## src/ppc_regs.vh

```
`ifndef PPC_REGS_VH
`define PPC_REGS_VH
// How it works
// an auto-program sends one 128-byte block as consecutive byte writes
// unused block locations are sent as the all-ones byte
// each block starts at an address whose low byte is 00 or 80
// a misaligned start still writes but the device flags an address error
// the block address goes out on the second write cycle, never later
// no command write while an auto-program runs
// each block is programmed only once before an erase
// the top data pin reads low while busy and high once finished
// the next pin reads high only on a normal end; low six pins read low
// the polling flags hold until the next command write
// wait at least 1 ms after program or erase before polling
// auto-erase clears the whole array, never a part
// no command write while an auto-erase runs
// status read reports the failure kind and holds it until another command
// status byte bits 7,6,5,4,1,0 are fixed flags; bits 3 and 2 undefined
// wait at least 20 us after the status read command before reading
// the device ignores commands during oscillator and mode setup periods
// allow 10 ms setup plus 10 ms oscillator wait before any command
// after setup the device enters memory read mode by itself
// erase before re-programming already programmed addresses
// after an operation completes the device waits for the next command
// while busy, any read returns the polling flag byte
`define PPC_CLK_HZ 10000000
`define PPC_SETUP_MS 20
`define PPC_POLL_MS 1
`define PPC_STRD_US 20
`define PPC_NXTC_US 20
`define PPC_BLOCK_BYTES 128
`define PPC_BLK_LSB 7
`define PPC_FILL_BYTE 8'hFF
`define PPC_LOW_MASK 8'h7F
// apb register offsets
`define PPC_CTRL_OFF 12'h000
`define PPC_ADDR_OFF 12'h004
`define PPC_DATA_OFF 12'h008
`define PPC_STAT_OFF 12'h00C
`define PPC_CMD_OFF 12'h010
`define PPC_RDATA_OFF 12'h014
// ctrl op codes
`define PPC_OP_PROG 3'h1
`define PPC_OP_ERASE 3'h2
`define PPC_OP_STATUS 3'h3
`define PPC_OP_READ 3'h4
// polling flag positions
`define PPC_POLL_DONE 7
`define PPC_POLL_OK 6
`endif

```

## src/ppc_top.v

```verilog
`include "ppc_regs.vh"
module ppc_top #(
  parameter SETUP_CYC = 200000,
  parameter POLL_CYC = 10000,
  parameter STRD_CYC = 200,
  parameter NXTC_CYC = 200,
  parameter ADDR_W = 17
) (
  input wire CLK_SYS_I,
  input wire SRST_I,
  input wire PSEL_I,
  input wire PENABLE_I,
  input wire PWRITE_I,
  input wire [11:0] PADDR_I,
  input wire [31:0] PWDATA_I,
  output reg [31:0] PRDATA_O,
  output reg PREADY_O,
  output reg PSLVERR_O,
  output reg CHIP_ENABLE_N_O,
  output reg OUTPUT_ENABLE_N_O,
  output reg WRITE_ENABLE_N_O,
  output reg [ADDR_W-1:0] FLASH_ADDR_O,
  output reg [7:0] FLASH_DQ_O,
  output reg FLASH_DQ_OE_O,
  input wire [7:0] FLASH_DQ_I
);
  localparam S_SETUP = 4'h0;
  localparam S_IDLE = 4'h1;
  localparam S_CMD = 4'h2;
  localparam S_PGAP = 4'h3;
  localparam S_DATA = 4'h4;
  localparam S_WAIT = 4'h5;
  localparam S_POLL = 4'h6;
  localparam S_RD = 4'h7;
  localparam S_CAP = 4'h8;
  localparam S_GAP = 4'h9;
  localparam PH_W = 2'h3;
  reg [3:0] st_q;
  reg [17:0] cnt_q;
  reg [1:0] ph_q;
  reg [7:0] idx_q;
  reg [2:0] op_q;
  reg [2:0] ctrl_op_q;
  reg busy_q;
  reg done_q;
  reg ok_q;
  reg align_err_q;
  reg [7:0] cmd_prog_q;
  reg [7:0] cmd_erase_q;
  reg [7:0] cmd_stat_q;
  reg [7:0] cmd_read_q;
  reg [ADDR_W-1:0] base_q;
  reg [7:0] rdata_q;
  reg [7:0] mem_q [0:`PPC_BLOCK_BYTES-1];
  reg [7:0] s1_q, s2_q, s3_q;
  reg [7:0] din_q;
  reg [6:0] fill_q;
  wire apb_wr;
  wire apb_rd;
  reg [7:0] cmd_byte;
  localparam [7:0] BLK_END = `PPC_BLOCK_BYTES;
  localparam [7:0] BLK_LAST = `PPC_BLOCK_BYTES - 1;
  localparam BLK_N = 1 << (ADDR_W - `PPC_BLK_LSB);
  reg [`PPC_BLOCK_BYTES-1:0] vld_q;
  reg [BLK_N-1:0] blk_q;
  wire blk_used;
  // programmed-since-erase mark of the block the address register points at
  assign blk_used = blk_q[base_q[ADDR_W-1:`PPC_BLK_LSB]];
  // input pins pass three flops; a change counts once stages 2 and 3 agree
  always @(posedge CLK_SYS_I) begin
    s1_q <= FLASH_DQ_I;
    s2_q <= s1_q;
    s3_q <= s2_q;
    if (s2_q == s3_q) begin
      din_q <= s3_q;
    end
  end
  assign apb_wr = PSEL_I && PENABLE_I && PWRITE_I && !PREADY_O;
  assign apb_rd = PSEL_I && PENABLE_I && !PWRITE_I && !PREADY_O;
  // command code chosen per operation
  always @* begin
    case (op_q)
      `PPC_OP_PROG: cmd_byte = cmd_prog_q;
      `PPC_OP_ERASE: cmd_byte = cmd_erase_q;
      `PPC_OP_STATUS: cmd_byte = cmd_stat_q;
      default: cmd_byte = cmd_read_q;
    endcase
  end
  // apb slave: one wait state, unmapped reads zero with pslverr
  always @(posedge CLK_SYS_I) begin
    if (SRST_I) begin
      PREADY_O <= 1'b0;
      PSLVERR_O <= 1'b0;
      PRDATA_O <= 32'h00000000;
      ctrl_op_q <= 3'h0;
      base_q <= {ADDR_W{1'b0}};
      fill_q <= 7'h00;
      cmd_prog_q <= 8'h00;
      cmd_erase_q <= 8'h00;
      cmd_stat_q <= 8'h00;
      cmd_read_q <= 8'h00;
    end else begin
      PREADY_O <= PSEL_I && PENABLE_I && !PREADY_O;
      PSLVERR_O <= 1'b0;
      if (st_q != S_IDLE || busy_q) begin
        ctrl_op_q <= 3'h0;
      end
      if (apb_wr) begin
        case (PADDR_I)
          `PPC_CTRL_OFF: begin
            // a block already written since the last erase is refused
            if (st_q == S_IDLE && !busy_q &&
                !(PWDATA_I[2:0] == `PPC_OP_PROG && blk_used)) begin
              ctrl_op_q <= PWDATA_I[2:0];
            end
          end
          `PPC_ADDR_OFF: base_q <= PWDATA_I[ADDR_W-1:0];
          `PPC_DATA_OFF: begin
            fill_q <= fill_q + 7'h01;
          end
          `PPC_CMD_OFF: begin
            cmd_prog_q <= PWDATA_I[7:0];
            cmd_erase_q <= PWDATA_I[15:8];
            cmd_stat_q <= PWDATA_I[23:16];
            cmd_read_q <= PWDATA_I[31:24];
          end
          default: PSLVERR_O <= 1'b1;
        endcase
      end
      if (apb_rd) begin
        case (PADDR_I)
          `PPC_STAT_OFF: PRDATA_O <= {24'h000000, align_err_q, 3'h0,
            busy_q, st_q == S_IDLE, ok_q, done_q};
          `PPC_RDATA_OFF: PRDATA_O <= {24'h000000, rdata_q};
          `PPC_ADDR_OFF: PRDATA_O <= {{(32-ADDR_W){1'b0}}, base_q};
          default: begin
            PRDATA_O <= 32'h00000000;
            PSLVERR_O <= 1'b1;
          end
        endcase
      end
      if (st_q == S_CMD && op_q == `PPC_OP_PROG) begin
        fill_q <= 7'h00;
      end
    end
  end
  // block buffer, filled through the data register
  always @(posedge CLK_SYS_I) begin
    if (apb_wr && PADDR_I == `PPC_DATA_OFF) begin
      mem_q[fill_q] <= PWDATA_I[7:0];
    end
  end
  // written marks; a byte never written this block goes out as all-ones
  always @(posedge CLK_SYS_I) begin
    if (SRST_I || (st_q == S_GAP && op_q == `PPC_OP_PROG)) begin
      vld_q <= {`PPC_BLOCK_BYTES{1'b0}};
    end else if (apb_wr && PADDR_I == `PPC_DATA_OFF) begin
      vld_q[fill_q] <= 1'b1;
    end
  end
  // pin sequencer
  always @(posedge CLK_SYS_I) begin
    if (SRST_I) begin
      st_q <= S_SETUP;
      cnt_q <= 18'h00000;
      ph_q <= 2'h0;
      idx_q <= 8'h00;
      op_q <= 3'h0;
      busy_q <= 1'b0;
      done_q <= 1'b0;
      ok_q <= 1'b0;
      align_err_q <= 1'b0;
      rdata_q <= 8'h00;
      CHIP_ENABLE_N_O <= 1'b1;
      OUTPUT_ENABLE_N_O <= 1'b1;
      WRITE_ENABLE_N_O <= 1'b1;
      FLASH_ADDR_O <= {ADDR_W{1'b0}};
      FLASH_DQ_O <= 8'h00;
      FLASH_DQ_OE_O <= 1'b0;
      blk_q <= {BLK_N{1'b0}}; // array taken as blank; erase first if unsure
    end else begin
      case (st_q)
        S_SETUP: begin
          // hold off every command for setup plus oscillator time
          if (cnt_q == SETUP_CYC[17:0] - 18'h00001) begin
            cnt_q <= 18'h00000;
            st_q <= S_IDLE;
          end else begin
            cnt_q <= cnt_q + 18'h00001;
          end
        end
        S_IDLE: begin
          CHIP_ENABLE_N_O <= 1'b1;
          OUTPUT_ENABLE_N_O <= 1'b1;
          if (ctrl_op_q != 3'h0) begin
            op_q <= ctrl_op_q;
            busy_q <= 1'b1;
            done_q <= 1'b0;
            ok_q <= 1'b0;
            idx_q <= 8'h00;
            ph_q <= 2'h0;
            // flag a misaligned start; the device will too
            align_err_q <= (ctrl_op_q == `PPC_OP_PROG) &&
              ((base_q[7:0] & `PPC_LOW_MASK) != 8'h00);
            st_q <= S_CMD;
            // erase frees every block; a program claims its own
            if (ctrl_op_q == `PPC_OP_ERASE) begin
              blk_q <= {BLK_N{1'b0}};
            end else if (ctrl_op_q == `PPC_OP_PROG) begin
              blk_q[base_q[ADDR_W-1:`PPC_BLK_LSB]] <= 1'b1;
            end
          end
        end
        S_CMD, S_DATA: begin
          // one write strobe: setup, low, high with data held
          CHIP_ENABLE_N_O <= 1'b0;
          FLASH_DQ_OE_O <= 1'b1;
          if (st_q == S_CMD) begin
            FLASH_DQ_O <= cmd_byte;
          end else begin
            FLASH_DQ_O <= vld_q[idx_q[6:0]] ? mem_q[idx_q[6:0]] :
              `PPC_FILL_BYTE;
            FLASH_ADDR_O <= base_q + {{(ADDR_W-7){1'b0}}, idx_q[6:0]};
          end
          ph_q <= ph_q + 2'h1;
          WRITE_ENABLE_N_O <= !(ph_q == 2'h1 || ph_q == 2'h2);
          if (ph_q == PH_W) begin
            cnt_q <= 18'h00000;
            st_q <= S_PGAP;
          end
        end
        S_PGAP: begin
          // command cycle spacing, then data phase or wait
          FLASH_DQ_OE_O <= 1'b0; // data held one cycle past the strobe
          if (st_q == S_PGAP && op_q == `PPC_OP_PROG && idx_q != 8'h00 &&
              idx_q != `PPC_BLOCK_BYTES) begin
            st_q <= S_DATA;
          end else if (cnt_q == NXTC_CYC[17:0] - 18'h00001) begin
            cnt_q <= 18'h00000;
            if (op_q == `PPC_OP_PROG && idx_q == 8'h00) begin
              st_q <= S_DATA;
            end else begin
              st_q <= S_WAIT;
            end
          end else begin
            cnt_q <= cnt_q + 18'h00001;
          end
          if (st_q == S_PGAP && ph_q == 2'h0 && cnt_q == 18'h00000 &&
              op_q == `PPC_OP_PROG && idx_q != 8'h00 &&
              idx_q != `PPC_BLOCK_BYTES) begin
            cnt_q <= 18'h00000;
          end
        end
        S_WAIT: begin
          // 1 ms before polling, 20 us before a status or data read
          if (cnt_q == ((op_q == `PPC_OP_PROG || op_q == `PPC_OP_ERASE) ?
              POLL_CYC[17:0] : STRD_CYC[17:0]) - 18'h00001) begin
            cnt_q <= 18'h00000;
            st_q <= S_RD;
          end else begin
            cnt_q <= cnt_q + 18'h00001;
          end
        end
        S_RD: begin
          CHIP_ENABLE_N_O <= 1'b0;
          OUTPUT_ENABLE_N_O <= 1'b0;
          FLASH_ADDR_O <= base_q;
          cnt_q <= cnt_q + 18'h00001;
          if (cnt_q == 18'h00004) begin
            cnt_q <= 18'h00000;
            st_q <= S_CAP;
          end
        end
        S_CAP: begin
          OUTPUT_ENABLE_N_O <= 1'b1;
          rdata_q <= din_q;
          if ((op_q == `PPC_OP_PROG || op_q == `PPC_OP_ERASE) &&
              !din_q[`PPC_POLL_DONE]) begin
            st_q <= S_POLL;
          end else begin
            done_q <= 1'b1;
            ok_q <= din_q[`PPC_POLL_OK] && din_q[5:0] == 6'h00;
            st_q <= S_GAP;
          end
        end
        S_POLL: begin
          // still busy: re-read after a short pause
          if (cnt_q == STRD_CYC[17:0] - 18'h00001) begin
            cnt_q <= 18'h00000;
            st_q <= S_RD;
          end else begin
            cnt_q <= cnt_q + 18'h00001;
          end
        end
        S_GAP: begin
          CHIP_ENABLE_N_O <= 1'b1;
          busy_q <= 1'b0;
          st_q <= S_IDLE;
        end
        default: st_q <= S_IDLE;
      endcase
      // advance the block byte counter after each data strobe
      if (st_q == S_DATA && ph_q == PH_W) begin
        idx_q <= idx_q + 8'h01;
      end else if (st_q == S_CMD && ph_q == PH_W &&
          op_q == `PPC_OP_PROG) begin
        idx_q <= 8'h00;
      end
      if (st_q == S_DATA && ph_q == PH_W &&
          idx_q == BLK_LAST) begin
        idx_q <= BLK_END;
      end
    end
  end
endmodule

```

## config.mk

```make
export PLATFORM = sky130hd
export DESIGN_NAME = ppc_top
export DESIGN_NICKNAME = d
export VERILOG_FILES = /design/src/ppc_top.v
export VERILOG_INCLUDE_DIRS = /design/src
export SDC_FILE = /design/constraint.sdc
export NUM_CORES = 2
export LEC_CHECK = 0
export BUFFER_PORTS_ARGS = -buffer_cell sky130_fd_sc_hd__buf_2
export CORE_MARGIN = 1.5
export CORE_UTILIZATION = 50
export DETAILED_ROUTE_END_ITERATION = 8
export GPL_TIMING_DRIVEN = 0
export PLACE_DENSITY_LB_ADDON = 0.05
export SYNTH_ARGS = -nofsm -noshare
export SYNTH_HDL_FRONTEND = slang
export SYNTH_SLANG_ARGS = --single-unit
```

## constraint.sdc

```tcl
create_clock -name CLK_SYS_I -period 6.7 [get_ports CLK_SYS_I]
set_input_delay 1.34 -clock CLK_SYS_I [delete_from_list [all_inputs] [get_ports CLK_SYS_I]]
set_output_delay 1.34 -clock CLK_SYS_I [all_outputs]
set_load 0.02 [all_outputs]
```

-- Word-level counts from Yosys, hierarchy flattened
Memory sizes are Yosys's and may differ from the RTL's. A register that Yosys moved wholly into a read port is not among the register bits.
Index checks and enable logic that the tools add are counted.
- flip-flop bits (word level): 1353
- memory bits (writable): 1024
- bits of input ports: 57
- output and inout port bits: 63
- memories kept: 1
- memory list (memory ; words ; width ; rd ports ; clocked after Yosys merged registers in ; write ports ; line ; source):
    mem_q ; 128 ; 8 ; 1 ; 1 ; 1 ; ppc_top.v:54 ; reg [7:0] mem_q [0:`PPC_BLOCK_BYTES-1];
- $add $sub $neg: 6
- magnitude comparators: 5
- eq/ne operators: 41
- muxes and demuxes: 65
- bitwise operators: 2
- reductions and logical operators: 83
- operators by type and width (operator ; count):
    $mux W1024 ; 2
    $or A1024 B1024 Y1024 ; 1
    $or A128 B128 Y128 ; 1
    $mux W18 ; 7
    $pmux W18 S6 ; 1
    $mux W8 ; 7
    $pmux W17 S3 ; 1
    $mux W4 ; 9
    $pmux W17 S2 ; 1
    $pmux W4 S8 ; 1
    $logic_and A1 B1 Y1 ; 30
    $eq A12 B4 Y1 const B ; 2
    $eq A12 B5 Y1 const B ; 2
    $pmux W8 S3 ; 1
    $add A18 B1 Y18 const B ; 1
    $eq A18 B18 Y1 ; 1
    $eq A18 B18 Y1 const B ; 1
    $eq A18 B3 Y1 const B ; 1
    $eq A18 B8 Y1 const B ; 1
    $logic_not A18 Y1 ; 1
    $reduce_and A2 Y1 ; 9
    $add A17 B7 Y17 ; 1
    $mux W17 ; 1
    $eq A4 B3 Y1 const B ; 4
    other kinds (52) ; 115

-- Longest topological paths before layout
- depth in word-level cells: 8
- depth in mapped cells: 14
- gate-level depth less buffers: 12

-- Least setup slack after synthesis
OpenSTA, ideal clock, no wires.
- path kind: input to register
- from: input PADDR_I[7]
- to: memory mem_q[77][0], enable pin
- library setup time: 374 ps
- data arrival time: 3501 ps
- data required time: 6326 ps
- setup slack: 2825 ps
- stages on the path: 8
- buffers on the path: 1
- cells stage by stage: nor4_1 nand3_1 nor4_1 and2_1 clkbuf_1 nor3b_1 nand3_1 nor2_1
- longest elaborated chain between the ends: 4
- RTL lines (element ; line ; source):
    start: declaration ; ppc_top.v:14 ; input wire [11:0] PADDR_I,
    $eq A12 B4 Y1 ; -- ;
    $logic_and A1 B1 Y1 (no line) ; -- ;
    $mux W1 ; ppc_top.v:149 ; if (apb_wr && PADDR_I == `PPC_DATA_OFF) begin
    $mux W1 (not written as such) ; ppc_top.v:150 ; mem_q[fill_q] <= PWDATA_I[7:0];
    end: declaration ; ppc_top.v:54 ;
Every way passes these cells.

-- Final worst setup path
- from: register base_q[8]
- to: register ctrl_op_q[0]
- longest elaborated chain between the ends: 8
- RTL lines (element ; line ; source):
    start: declaration ; ppc_top.v:52 ; reg [ADDR_W-1:0] base_q;
    start signal: assignment ; ppc_top.v:96 ; base_q <= {ADDR_W{1'b0}};
    start signal: assignment ; ppc_top.v:117 ; `PPC_ADDR_OFF: base_q <= PWDATA_I[ADDR_W-1:0];
    $bmux W1 S10 ; ppc_top.v:68 ; assign blk_used = blk_q[base_q[ADDR_W-1:`PPC_BLK_LSB]];
    $mux W1 ; ppc_top.v:68 ;
    $logic_and A1 B1 Y1 ; ppc_top.v:113 ; !(PWDATA_I[2:0] == `PPC_OP_PROG && blk_used)) begin
    $logic_not A1 Y1 ; ppc_top.v:113 ;
    $logic_and A1 B1 Y1 ; ppc_top.v:112 ; if (st_q == S_IDLE && !busy_q &&
    $mux W3 ; ppc_top.v:112 ;
    $mux W3 ; ppc_top.v:109 ; case (PADDR_I)
    $mux W3 ; ppc_top.v:108 ; if (apb_wr) begin
    end signal: assignment ; ppc_top.v:114 ; ctrl_op_q <= PWDATA_I[2:0];
    end: declaration ; ppc_top.v:43 ; reg [2:0] ctrl_op_q;
Every way passes these cells. The select of a mux whose other input is x is not followed.
A chain may end at the register's enable or synchronous reset.

==> impl_metrics.toml <==
[finish]
num-fill-cells = 15200
area_growth_pct = 12.9
drive_gt1_share_pct = 14.6
nNetsFinal = 7786
utilization_pct = 56.9
fin_area_um2 = 104000
multi_input_area_um2 = 31800
regArea_um2 = 57800

[floorplan]
core_area_um2 = 183000
start_util_pct = 50.4
die_y_um = 432
fp.dieArea_um2 = 187000
ios = 120
chipWidth_um = 432
row_count = 157

[placed_design]
post-dp-hpwl_um = 222000
gp_congestion = 0.987
dpl_cell_area_um2 = 96200
port_buffers = 103

[clock_tree]
cts_root_buffer = "clkbuf_16"
cts_tree = "yes"
clk_path_buf_depth = 3
cts.sink_count = 2369
clkTransAtPathRegs_ns = 0.06
cts_hold_buf = 0
post_cts_buffers = 0
ctsResizeCount = 0
htree_levels = 4
insertion_delay_ns = 0.91
cts_buffers = 239

[run_status]
failed_checks = "max-capacitance violations, max-slew violations"
outcome = "complete, but fails checks"

[sta]
fin_crit_sh_pct = 99.7
hold_violations = 0
fin_crit_ns = 6.68
rsz0062_at_grt = "no"
slew_headroom_pct = -7.50
fmax_ghz = 0.150
worst_pin_slew_ns = 1.61
finClkSkew_ns = 0.0725
setup_viol = 0
finalMaxSlewViolations = 87

[logic_synthesis]
synth.area.top_cells = "edfxtp_1, dfxtp_1, mux4_2, a21oi_1, nor2_1"
synth_edf_count = 1032
synth_async_sr_flop_share_pct = 0
netlist_area_um2 = 92200
synth_ff_type = "dfxtp_1"
synth.distinct_cells = 91
synth.avg_cell_area_um2 = 12.6
seq_area_frac_synth_pct = 62.7
synthCells = 7341
synth-seq-cells = 2369
yosysTopAreaCellShare_pct = 33.6
yosys.area.top_type = "edfxtp_1"
yosysWarnings = 0

[drt]
first_iter_violations = 8793
drcViolationCount = 0
vias_per_cell = 6.24
vias = 64900
first_pass_iters = 6
drtAntennaViolNets = 0
wl_per_cell_um = 31.6
routed_wl_um = 328000

[critical_path]
end_kind = "register"
critPathArrivalTime_ns = 7.43
path_max_fanout = 10
critPathLaunchType = "register"
crit_type = "reg2reg"
crit_required_ns = 7.45

[pwr]
p_per_area_nw_per_um2 = 284
p_leak_nw = 33.7
peakVddDrop_v = 0.000259

[grt]
overflow = 0
grt_pass1_wl_um = 459000
grtUsageTotal_pct = 34.8
antenna_found_initial = 13
grt_pass1_vias = 61400
grt_max_degree = 86

[flow_run]
max_cap_viol_count = 10

[hold_path]
min_path_type = "reg2reg"
layout by cell type, fill, tap and decap left out, drive strengths merged, types with 129 or more instances in the layout:
cell and count:
nor2 1397, dfxtp 1337, a21oi 1103, edfxtp 1032
clkbuf 796, mux4 493, mux2i 317, buf 282
nand2 189, o21a 129
cell usage after synthesis, drive strengths merged (37+ instances only):
cell and n:
nor2 1397, dfxtp 1337, a21oi 1103, edfxtp 1032, mux4 493, clkbuf 458, mux2i 317, nand2 189
buf 164, o21a 129, o22ai 81, nor3 77, a22oi 56, nand3 49, o21ai 44, nor4 37
layout make-up:
type	instances	share of cell area [%]
well taps	2464	2.96
plain buffers	623	2.53
repair buffers	118	0.829
diodes	5	0.0120
clock buffers	338	6.41
flip-flops and latches	2369	55.5
clock inverters	115	1.18
multi-input cells	4342	30.5
inverters	21	0.0757
stage by stage:
step	total power [mW]	cells	setup TNS (ns)	hold WS, ns	setup WS [ns]
after global routing	30.4	10400	0	0.335	0.253
after floorplan	16.0	7355	0	0.310	2.83
after CTS	29.7	10400	0	0.328	0.352
after global placement	16.4	9922	-0.272	0.310	-0.142
final	29.6	10400	0	0.325	0.0218
after detailed placement	16.4	9935	0	0.314	0.388
kinds of logic (layout without fill, tap and decap cells):
| group | Yosys count | after routing | synth area share, % |
|---|---|---|---|
| buf+inv | 644 | 1215 | 2.93 |
| flops | 2369 | 2369 | 62.7 |
| mux | 830 | 830 | 15.7 |
| xor+xnor | 42 | 42 | 0.399 |
| compound gates | 1544 | 1544 | 9.48 |
| simple gates | 1896 | 1896 | 8.59 |
| other cells | 1 | 20 | 0.00407 |
| fa+ha+maj | 15 | 15 | 0.212 |
routing by layer:
layer	GRT usage, %	wire length, µm
met4	20.9	23100
met2	53.1	147000
met1	45.7	127000
met3	7.54	31100
met5	0	71
registers in the layout, indices dropped and copies added (netlist names), 7 cells and up, named ones only:
signal        cells
fill_q            7
din_q             8
vld_q           128
s3_q              8
idx_q             8
base_q           17
cmd_stat_q        8
FLASH_ADDR_O     17
cmd_read_q        8
cmd_erase_q       8
mem_q          1024
cmd_prog_q        8
s1_q              8
blk_q          1024
rdata_q           8
FLASH_DQ_O        8
s2_q              8
cnt_q            18
PRDATA_O         17
report_power, final:
| group | switching [mW] | total, mW | internal (mW) | leakage [nW] |
|---|---|---|---|---|
| registers | 0.0627 | 15.2 | 15.1 | 20.0 |
| logic | 0.682 | 0.945 | 0.263 | 9.75 |
| clock network | 5.86 | 13.5 | 7.62 | 3.86 |
| total | 6.61 | 29.6 | 23.0 | 33.7 |
worst max-delay path: stages (launching register included):
cell      delay (ns)
dfxtp_1         0.32
buf_2           0.33
buf_2           0.50
buf_1           0.89
buf_2           0.77
mux2i_1         0.42
o22ai_1         0.12
nor3_1          0.26
nand3_1         0.10
o211ai_1        0.59
nand4_1         0.44
nor4_1          1.34
o21ai_1         0.18
a211oi_1        0.28
worst paths after layout:
kind / depth (start not counted) / endpoint / slack (ns) / start
max: 13 / ctrl_op_q[0] / 0.02 / base_q[8]
max reg2reg: 13 / ctrl_op_q[0] / 0.02 / base_q[8]
min: 0 / s2_q[7] / 0.32 / s1_q[7]
min reg2reg: 0 / s2_q[7] / 0.32 / s1_q[7]
Power figures use the tool's default switching activity.
